--- src/pkg/mld_pkg.sv ---
`default_nettype none
package mld_pkg;
  // ****************************************
  // register map
  // ****************************************
  localparam int unsigned       ADDR_W   = 16;
  localparam int unsigned       DATA_W   = 32;
  localparam int unsigned       BYTE_W   = 8;
  localparam logic [ADDR_W-1:0] IDX_PAT  = 16'h1330;
  localparam logic [ADDR_W-1:0] IDX_CTL  = 16'h1331;
  localparam logic [ADDR_W-1:0] IDX_MFL  = 16'h1332;
  localparam logic [ADDR_W-1:0] IDX_MFH  = 16'h1333;
  localparam logic [ADDR_W-1:0] IDX_IEN  = 16'h1334;
  localparam logic [ADDR_W-1:0] IDX_STAT = 16'h1335;
  localparam logic [ADDR_W-1:0] IDX_MASK = 16'h1336;
  localparam logic [BYTE_W-1:0] RST_BYTE = 8'h00;

  // ****************************************
  // field layout
  // ****************************************
  localparam int CTL_FC_HI  = 7;
  localparam int CTL_FC_LO  = 6;
  localparam int CTL_INV    = 5;
  localparam int CTL_RSV_HI = 4;
  localparam int CTL_RSV_LO = 1;
  localparam int CTL_SEL    = 0;
  localparam int MFH_RUN    = 7;
  localparam int MFH_N_HI   = 3;
  localparam int MEL_LO_W   = 8;
  localparam int MEL_W      = 12;
  localparam int MCNT_W     = 13;
  localparam int IEN_W      = 6;
  localparam int RATE_N     = 5;
  localparam int FRC_W      = 15;
  localparam int PAT_N      = 8;

  localparam logic [1:0]        FC_HOLD    = 2'h0;
  localparam logic [1:0]        FC_RUN     = 2'h1;
  localparam logic [1:0]        FC_CLR     = 2'h2;
  localparam logic [1:0]        FC_CLR_RUN = 2'h3;
  localparam logic [MCNT_W-1:0] MEL_LAST   = 13'h0001;
  localparam logic [BYTE_W-1:0] PAT_OFF    = 8'h00;
  localparam logic [BYTE_W-1:0] PAT_ONE    = 8'h01;
  localparam logic [BYTE_W-1:0] PAT_TWO    = 8'h02;

  // ****************************************
  // rates, all from the low-speed clock
  // ****************************************
  localparam int LS_HZ          = 32768;
  localparam int CARRIER_HZ     = 4096;
  localparam int CARRIER_BIT    = $clog2(LS_HZ / CARRIER_HZ) - 1;
  localparam int RATE_HZ [RATE_N] = '{8192, 512, 64, 2, 1};
  localparam int PAT_BURST_BIT  [PAT_N] = '{15, 10, 11, 12, 13, 9, 8, 11};
  localparam int PAT_PERIOD_BIT [PAT_N] = '{15, 12, 13, 14, 15, 12, 11, 15};

  typedef enum logic [0:0] {
    BUS_IDLE = 1'h0,
    BUS_ACK  = 1'h1
  } mld_bus_e;

  function automatic logic [ADDR_W-1:0] reg_addr(input logic [ADDR_W-1:0] idx);
    return {idx[ADDR_W-3:0], 2'h0};
  endfunction

  function automatic logic reg_hit(input logic [ADDR_W-1:0] a,
                                   input logic [ADDR_W-1:0] idx);
    return a == reg_addr(idx);
  endfunction

  function automatic logic [FRC_W-1:0] span_mask(input int lo, input int hi);
    logic [FRC_W-1:0] m;
    m = '0;
    for (int b = 0; b < FRC_W; b++) begin
      m[b] = (b >= lo) && (b < hi);
    end
    return m;
  endfunction
endpackage
`default_nettype wire

--- src/core/mld_top.sv ---
// Overview of operation
// - select bit: zero alarm, one melody
// - 12-bit divider, f = 32768/(2N+4)
// - melody run starts; clearing stops and clears
// - counter control: hold, run, clear, clear-run
// - counter control upper bit reads zero
// - running counter kept running on every write except clear
// - invert bit inverts alarm waveform
// - one-hot pattern, zero gives constant low
// - patterns modulated by 4096 Hz carrier
// - pattern two bursts 31.25 ms eight per second
// - rate requests 1..8192 Hz, status latching gated by enables
// - melody range 4 Hz to 8192 Hz
// - 15-bit free-run counter on low-speed clock
`default_nettype none
// ****************************************
// tone generator top
// ****************************************
module mld_top (
  input  wire logic                         clk,
  input  wire logic                         rst,
  input  wire logic [mld_pkg::ADDR_W-1:0]   avs_address,
  input  wire logic                         avs_read,
  input  wire logic                         avs_write,
  input  wire logic [mld_pkg::DATA_W-1:0]   avs_writedata,
  input  wire logic [3:0]                   avs_byteenable,
  output logic      [mld_pkg::DATA_W-1:0]   avs_readdata,
  output logic                              avs_waitrequest,
  input  wire logic                         lsclk_pin,
  output logic                              tone_out_pin,
  output logic                              irq,
  output logic      [mld_pkg::RATE_N-1:0]   rate_irq
);
  import mld_pkg::*;

  // ****************************************
  // state
  // ****************************************
  typedef struct packed {
    mld_bus_e          bus;
    logic [DATA_W-1:0] rdata;
    logic [BYTE_W-1:0] pat;
    logic              frun;
    logic              inv;
    logic [3:0]        ctl_rsv;
    logic              sel;
    logic [MEL_W-1:0]  mel_n;
    logic              mrun;
    logic [MCNT_W-1:0] mcnt;
    logic              mwave;
    logic [IEN_W-1:0]  ien;
    logic [RATE_N-1:0] stat;
    logic [RATE_N-1:0] mask;
    logic [FRC_W-1:0]  frc;
    logic [RATE_N-1:0] rate;
    logic              tone;
    logic              irq;
  } mld_state_s;

  mld_state_s        st_ff;
  mld_state_s        nxt_st;
  logic              req;
  logic              acc;
  logic              wr_lo;
  logic [BYTE_W-1:0] wd;
  logic              ls_tick;
  logic              alarm_wave;
  logic              alarm_on;
  logic [MCNT_W-1:0] mel_last;

  // ****************************************
  // submodules
  // ****************************************
  mld_sync u_ls_sync (
    .clk      (clk),
    .rst      (rst),
    .async_in (lsclk_pin),
    .rise     (ls_tick)
  );

  mld_alarm_pat u_pat (
    .frc  (st_ff.frc),
    .pat  (st_ff.pat),
    .wave (alarm_wave)
  );

  // ****************************************
  // bus decode
  // ****************************************
  assign req             = avs_read | avs_write;
  assign acc             = req && (st_ff.bus == BUS_ACK);
  assign avs_waitrequest = req && (st_ff.bus != BUS_ACK);
  assign wr_lo           = acc && avs_write && avs_byteenable[0];
  assign wd              = avs_writedata[BYTE_W-1:0];
  assign mel_last        = {1'h0, st_ff.mel_n} + MEL_LAST;
  assign alarm_on        = alarm_wave & st_ff.frun;

  // ****************************************
  // next state
  // ****************************************
  always_comb begin
    logic [BYTE_W-1:0] rd;
    logic [1:0]        fc;
    rd          = RST_BYTE;
    fc          = FC_HOLD;
    nxt_st      = st_ff;
    nxt_st.rate = '0;

    // bus handshake, one wait cycle
    case (st_ff.bus)
      BUS_IDLE: begin
        if (req) begin
          nxt_st.bus = BUS_ACK;
        end
      end
      BUS_ACK: begin
        nxt_st.bus = BUS_IDLE;
      end
      default: begin
        nxt_st.bus = BUS_IDLE;
      end
    endcase

    // read mux, unmapped reads zero
    if (reg_hit(avs_address, IDX_PAT)) begin
      rd = st_ff.pat;
    end else if (reg_hit(avs_address, IDX_CTL)) begin
      rd = {1'h0, st_ff.frun, st_ff.inv, st_ff.ctl_rsv, st_ff.sel};
    end else if (reg_hit(avs_address, IDX_MFL)) begin
      rd = st_ff.mel_n[MEL_LO_W-1:0];
    end else if (reg_hit(avs_address, IDX_MFH)) begin
      rd = {st_ff.mrun, 3'h0, st_ff.mel_n[MEL_W-1:MEL_LO_W]};
    end else if (reg_hit(avs_address, IDX_IEN)) begin
      rd = {2'h0, st_ff.ien};
    end else if (reg_hit(avs_address, IDX_STAT)) begin
      rd = {3'h0, st_ff.stat};
    end else if (reg_hit(avs_address, IDX_MASK)) begin
      rd = {3'h0, st_ff.mask};
    end
    if (req && (st_ff.bus == BUS_IDLE)) begin
      nxt_st.rdata = {{(DATA_W-BYTE_W){1'h0}}, rd};
    end

    // free-run counter and rate requests
    if (ls_tick && st_ff.frun) begin
      nxt_st.frc = st_ff.frc + FRC_W'(1);
      for (int i = 0; i < RATE_N; i++) begin
        // low bits wrap at each rate
        nxt_st.rate[i] = (nxt_st.frc & span_mask(0, $clog2(LS_HZ / RATE_HZ[i]))) == '0;
      end
    end

    // melody divider
    if (!st_ff.mrun) begin
      nxt_st.mcnt  = '0;
      nxt_st.mwave = 1'h0;
    end else if (ls_tick) begin
      if (st_ff.mcnt >= mel_last) begin
        nxt_st.mcnt  = '0;
        nxt_st.mwave = ~st_ff.mwave;
      end else begin
        nxt_st.mcnt = st_ff.mcnt + MCNT_W'(1);
      end
    end

    // register writes
    if (wr_lo && reg_hit(avs_address, IDX_PAT)) begin
      nxt_st.pat = wd;
    end
    if (wr_lo && reg_hit(avs_address, IDX_CTL)) begin
      fc = wd[CTL_FC_HI:CTL_FC_LO];
      if (st_ff.frun && (fc == FC_HOLD)) begin
        fc = FC_RUN;
      end
      case (fc)
        FC_HOLD: begin
          nxt_st.frun = 1'h0;
        end
        FC_RUN: begin
          nxt_st.frun = 1'h1;
        end
        FC_CLR: begin
          nxt_st.frc  = '0;
          nxt_st.frun = 1'h0;
          nxt_st.rate = '0;
        end
        FC_CLR_RUN: begin
          nxt_st.frc  = '0;
          nxt_st.frun = 1'h1;
          nxt_st.rate = '0;
        end
        default: begin
          nxt_st.frun = st_ff.frun;
        end
      endcase
      nxt_st.inv     = wd[CTL_INV];
      nxt_st.ctl_rsv = wd[CTL_RSV_HI:CTL_RSV_LO];
      nxt_st.sel     = wd[CTL_SEL];
    end
    if (wr_lo && reg_hit(avs_address, IDX_MFL)) begin
      nxt_st.mel_n[MEL_LO_W-1:0] = wd;
    end
    if (wr_lo && reg_hit(avs_address, IDX_MFH)) begin
      nxt_st.mrun                    = wd[MFH_RUN];
      nxt_st.mel_n[MEL_W-1:MEL_LO_W] = wd[MFH_N_HI:0];
    end
    if (wr_lo && reg_hit(avs_address, IDX_IEN)) begin
      nxt_st.ien = wd[IEN_W-1:0];
    end
    if (wr_lo && reg_hit(avs_address, IDX_MASK)) begin
      nxt_st.mask = wd[RATE_N-1:0];
    end

    // sticky status, set wins over clear
    nxt_st.stat = st_ff.stat;
    if (wr_lo && reg_hit(avs_address, IDX_STAT)) begin
      nxt_st.stat = st_ff.stat & ~wd[RATE_N-1:0];
    end
    nxt_st.stat = nxt_st.stat | (st_ff.rate & st_ff.ien[RATE_N-1:0]);
    nxt_st.irq  = |(st_ff.stat & st_ff.mask);

    // output pin
    nxt_st.tone = st_ff.sel ? st_ff.mwave : (alarm_on ^ st_ff.inv);
  end

  always_ff @(posedge clk) begin
    if (rst) begin
      st_ff <= '0;
    end else begin
      st_ff <= nxt_st;
    end
  end

  assign avs_readdata = st_ff.rdata;
  assign tone_out_pin = st_ff.tone;
  assign irq          = st_ff.irq;
  assign rate_irq     = st_ff.rate;
endmodule
`default_nettype wire

--- src/core/mld_sync.sv ---
`default_nettype none
// ****************************************
// low-speed clock pin synchroniser
// ****************************************
module mld_sync (
  input  wire logic clk,
  input  wire logic rst,
  input  wire logic async_in,
  output logic      rise
);
  import mld_pkg::*;

  typedef struct packed {
    logic [2:0] sh;
    logic       lvl;
    logic       rise;
  } mld_sync_s;

  mld_sync_s st_ff;
  mld_sync_s nxt_st;

  always_comb begin
    nxt_st      = st_ff;
    nxt_st.sh   = {st_ff.sh[1:0], async_in};
    nxt_st.rise = 1'h0;
    if (st_ff.sh[2] == st_ff.sh[1]) begin
      nxt_st.lvl  = st_ff.sh[2];
      nxt_st.rise = st_ff.sh[2] & ~st_ff.lvl;
    end
  end

  always_ff @(posedge clk) begin
    if (rst) begin
      st_ff <= '0;
    end else begin
      st_ff <= nxt_st;
    end
  end

  assign rise = st_ff.rise;
endmodule
`default_nettype wire

--- src/core/mld_alarm_pat.sv ---
`default_nettype none
// ****************************************
// alarm pattern waveform
// ****************************************
module mld_alarm_pat (
  input  wire logic [mld_pkg::FRC_W-1:0]  frc,
  input  wire logic [mld_pkg::BYTE_W-1:0] pat,
  output logic                            wave
);
  import mld_pkg::*;

  always_comb begin
    wave = 1'h0;
    for (int k = 0; k < PAT_N; k++) begin
      if (pat == BYTE_W'(1 << k)) begin
        // 4096 Hz carrier gated into bursts
        wave = frc[CARRIER_BIT] &
               ((frc & span_mask(PAT_BURST_BIT[k], PAT_PERIOD_BIT[k])) == '0);
      end
    end
  end
endmodule
`default_nettype wire

--- config.mk ---
export PLATFORM = sky130hd
export DESIGN_NAME = mld_top
export DESIGN_NICKNAME = d
export VERILOG_FILES = /design/src/pkg/mld_pkg.sv /design/src/core/mld_top.sv /design/src/core/mld_sync.sv /design/src/core/mld_alarm_pat.sv
export SDC_FILE = /design/constraint.sdc
export NUM_CORES = 1
export LEC_CHECK = 0
export ABC_AREA = 0
export ABC_CLOCK_PERIOD_IN_PS = 2900
export BUFFER_PORTS_ARGS = -buffer_cell sky130_fd_sc_hd__buf_2
export CAP_MARGIN = 20
export CELL_PAD_IN_SITES_DETAIL_PLACEMENT = 0
export CELL_PAD_IN_SITES_GLOBAL_PLACEMENT = 2
export CORE_MARGIN = 4
export CORE_UTILIZATION = 30
export CTS_CLUSTER_SIZE = 10
export DETAILED_ROUTE_END_ITERATION = 12
export PLACE_DENSITY_LB_ADDON = 0.3
export SKIP_LAST_GASP = 1
export SLEW_MARGIN = 20
export SYNTH_ARGS = -nofsm -noshare
export SYNTH_HDL_FRONTEND = slang
export SYNTH_SLANG_ARGS = --single-unit
export TNS_END_PERCENT = 10
--- constraint.sdc ---
create_clock -name clk -period 2.9 [get_ports clk]
set_input_delay 0 -clock clk [delete_from_list [all_inputs] [get_ports clk]]
set_output_delay 0 -clock clk [all_outputs]
set_load 0.02 [all_outputs]
==> flow_summary.toml <==
[run_status]
outcome = "complete, no violations"

[power]
power_frac_seq_pct = 47.2
p_total_w = 0.00275
combPwrFrac_pct = 5.7
power_switching_share_pct = 23.6
clkPwrFrac_pct = 47.1
netSwitchingPower_w = 0.000649
p_per_area_nw_per_um2 = 462
vdd_ir_drop_max_uv = 274
p_leak_nw = 2.30
p_int_w = 0.00210

[global_routing]
grt_max_degree = 33
grt_pass1_wl_um = 23200
grt_pass1_vias = 4217
grt_overflow = 0
grt.total_usage_pct = 14.7
antenna_found_initial = 0

[synth]
syn-instance-count = 616
yosysSeqAreaShare_pct = 36.4
synth_fa_ha_area_share_pct = 4.12
yosys.area.top_type = "dfxtp_1"
synth_ff_type = "dfxtp_1"
ys_ff_latch = 94
syn_area_um2 = 5170
muxShareOfSynthArea_pct = 6.85
synth_top_family_by_area = "simple AND/OR/NAND/NOR gates"
yosysTopAreaCellShare_pct = 36.4
yosysWarnings = 0
ys_top_cells_by_count = "dfxtp_1 (94), nor2_1 (94), nand2_1 (41)"
ys_async_sr_fraction_pct = 0
synth_xor_area_share_pct = 5.93
post_synth_num_cell_types = 70
synth_edf_count = 0
syn_avg_cell_area_um2 = 8.39
synth_simple_gate_area_share_pct = 24.4
synth_area_leaders = "dfxtp_1 (36%), nor2_1 (6.8%), mux2i_1 (6.2%), buf_4 (5.4%), ha_1 (4.1%)"
synth_compound_area_share_pct = 14.1

[placement]
portBuffers = 45
placed_cell_area_um2 = 5560
dp_hpwl_um = 11000
routabilityCongestion = 0.835
place_worst_setup_slack_ps = -49.0

[setup_path]
slowest_stage = "or3_1"
crit_chain = "nand3_1, nor2_2, nand2_1, nor2_1, nand3_1, xor2_1, ha_1, nand4_1, or2_2, o41ai_4, a2111oi_2, or3_1, a21oi_1"
rr_endpoint = "st_ff[38]$_SDFFE_PP0P_"
cp_max_fo = 3
r2r_start = "st_ff[57]$_SDFFE_PP0P_"
max_stage_delay_ps = 350
critPathCaptureType = "flop"
crit_top_cell = "nand3_1"
cp.arrival_ps = 2970
start_kind = "flop"
cp.required_ps = 3170
crit_type = "flop to flop"
reg2reg_depth = 13
rrSetupSlack_ps = 200
crit_family = "simple AND/OR/NAND/NOR gates"
path_buf_inv = 0

[timing]
layout_setup_ws_ps = 205
slew_headroom_pct = 46.3
fin_crit_sh_pct = 92.9
worst_pin_slew_ps = 802
rsz0062_at_grt = "false"
fmax_mhz = 371
hold_ws_ps = 26.7
finalSetupViolations = 0
final_max_slew_viol_count = 0
setup-tns-final_ps = 0
finalCriticalPeriod_ps = 2700
fin_worst_skew_ps = 8.96
hold_viol = 0

[cells_and_area]
n_fill_cell = 1760
regArea_um2 = 1880
multi_input_area_um2 = 3000
antenna_cells = 0
finalNetCount = 736
final_cell_area_um2 = 5960
syn_to_final_growth_pct = 15.4
drive_gt1_share_pct = 15.6

[job]
drv_cap = 0

[min_path]
hold_path_depth = 3
min_from = "avs_writedata[3]"
hold-path-endpoint = "st_ff[35]$_SDFFE_PP0P_"
worst_hold_path_type = "input pin to flop"

[clocking]
postCtsSetupBuffers = 0
path_clk_slew_ps = 70
cts.sinks = 94
clk_latency_ps = 350
root_buffer = "clkbuf_16"
clockBufferDepth = 2
cts-buffers-inserted = 9
h-tree-depth = 3
cts_tree = "built"

[routing]
firstDrtPassIters = 5
drt_iter0_drc = 184
avgRoutedWirePerCell_um = 16.0
drc = 0
routed_wl_um = 14200
dr_total_vias = 4384
viasPerCell = 4.94
ant_nets = 0

[floorplanning]
io-pin-count = 97
die-area_um2 = 19400
die_w_um = 139
initial_core_util_pct = 30.8
rows = 47
chipHeight_um = 139
core-area_um2 = 16800
[area by class of cell]
type | count | area share, %
Sequential cell | 94 | 31.6
Inverter | 16 | 1.01
Clock buffer | 9 | 3.78
Clock inverter | 7 | 1.68
Timing Repair Buffer | 70 | 7.09
Multi-Input combinational cell | 471 | 50.3
Tap cell | 220 | 4.62
[worst max path at each step]
stage	from	slack [ps]	endpoint	cells after the start
after floorplan	st_ff[55]$_SDFFE_PP0P_	60	st_ff[43]$_SDFFE_PP0P_	13
after global placement	st_ff[57]$_SDFFE_PP0P_	90	st_ff[38]$_SDFFE_PP0P_	13
after detailed placement	st_ff[57]$_SDFFE_PP0P_	-50	st_ff[38]$_SDFFE_PP0P_	13
after CTS	st_ff[57]$_SDFFE_PP0P_	30	st_ff[38]$_SDFFE_PP0P_	13
after global routing	st_ff[57]$_SDFFE_PP0P_	7	st_ff[38]$_SDFFE_PP0P_	13
final	st_ff[57]$_SDFFE_PP0P_	200	st_ff[38]$_SDFFE_PP0P_	13
[registers in the layout (all words and copies together), names as in the netlist]
signal / cells
st_ff: 74
avs_readdata: 8
rate_irq: 5
u_ls_sync.nxt_st: 2
u_ls_sync.st_ff: 2
irq: 1
tone_out_pin: 1
u_ls_sync.rise: 1
[worst min-delay path, delay by kind of cell]
family / cells / cell delay, ps
simple gates: 1 / 70
buf+inv: 1 / 170
mux: 1 / 90
[routing by layer]
layer	GRT usage, %	up-vias	share of wire [%]
met5	0	-	0
met1	20.0	2078	49
met4	4.38	0	1.0
met2	23.8	71	47
li1	-	2226	-
met3	2.95	9	2.9
[power groups by stage]
stage / registers [W] / logic (W) / clock network, W
global route: 0.00130 / 0.000171 / 0.00139
CTS: 0.00130 / 0.000157 / 0.00135
detailed placement: 0.00133 / 0.000152 / 0
finish: 0.00130 / 0.000156 / 0.00130
global placement: 0.00133 / 0.000152 / 0
floorplan: 0.00133 / 0.000124 / 0
[cell usage in the layout (no fill, tap or decap), drive strengths merged, types with 3 or more instances in the layout]
cell type	Yosys	layout
buf	40	66
conb	1	24
nand3b	3	3
a22oi	4	4
ha	17	17
nor2b	5	5
o22ai	5	5
and3	9	9
nand2	41	41
nor4	6	6
a21o	5	5
nor2	95	95
nand3	28	28
xnor2	17	17
nor4b	3	3
dlygate4sd3	0	4
a2111oi	3	3
o21ai	24	24
a211oi	9	9
nor3	16	16
nand2b	7	7
a21oi	32	32
nand4	6	6
clkbuf	18	9
xor2	18	18
or2	3	3
mux2i	32	32
or3	8	8
inv	15	19
mux2	3	3
dfxtp	94	94
or4	7	7
[cell families (layout without fill, tap and decap cells)]
kind of cell             Yosys count  count (layout)
flip-flops                        94              94
multiplexers                      35              35
AND/OR/NAND/NOR                  249             249
other                              1              24
XOR/XNOR                          35              35
adder cells (fa/ha/maj)           17              17
buffers and inverters             74             102
AO/OA/AOI/OAI                    111             111
[metrics by stage]
stage | utilization, % | std cells
after global routing | 35.6 | 887
after floorplan | - | 639
after detailed placement | 33.1 | 867
final | 35.6 | 887
after CTS | 35.4 | 887
after global placement | 33.1 | 867
[timing repair]
action,CTS,global route
pin swaps,0,1
hold buffers,4,0
hold endpoints to repair,11,0
setup endpoints to repair,1,10
gates resized for setup,2,7
Note: power is estimated with default switching activity, not from simulation.
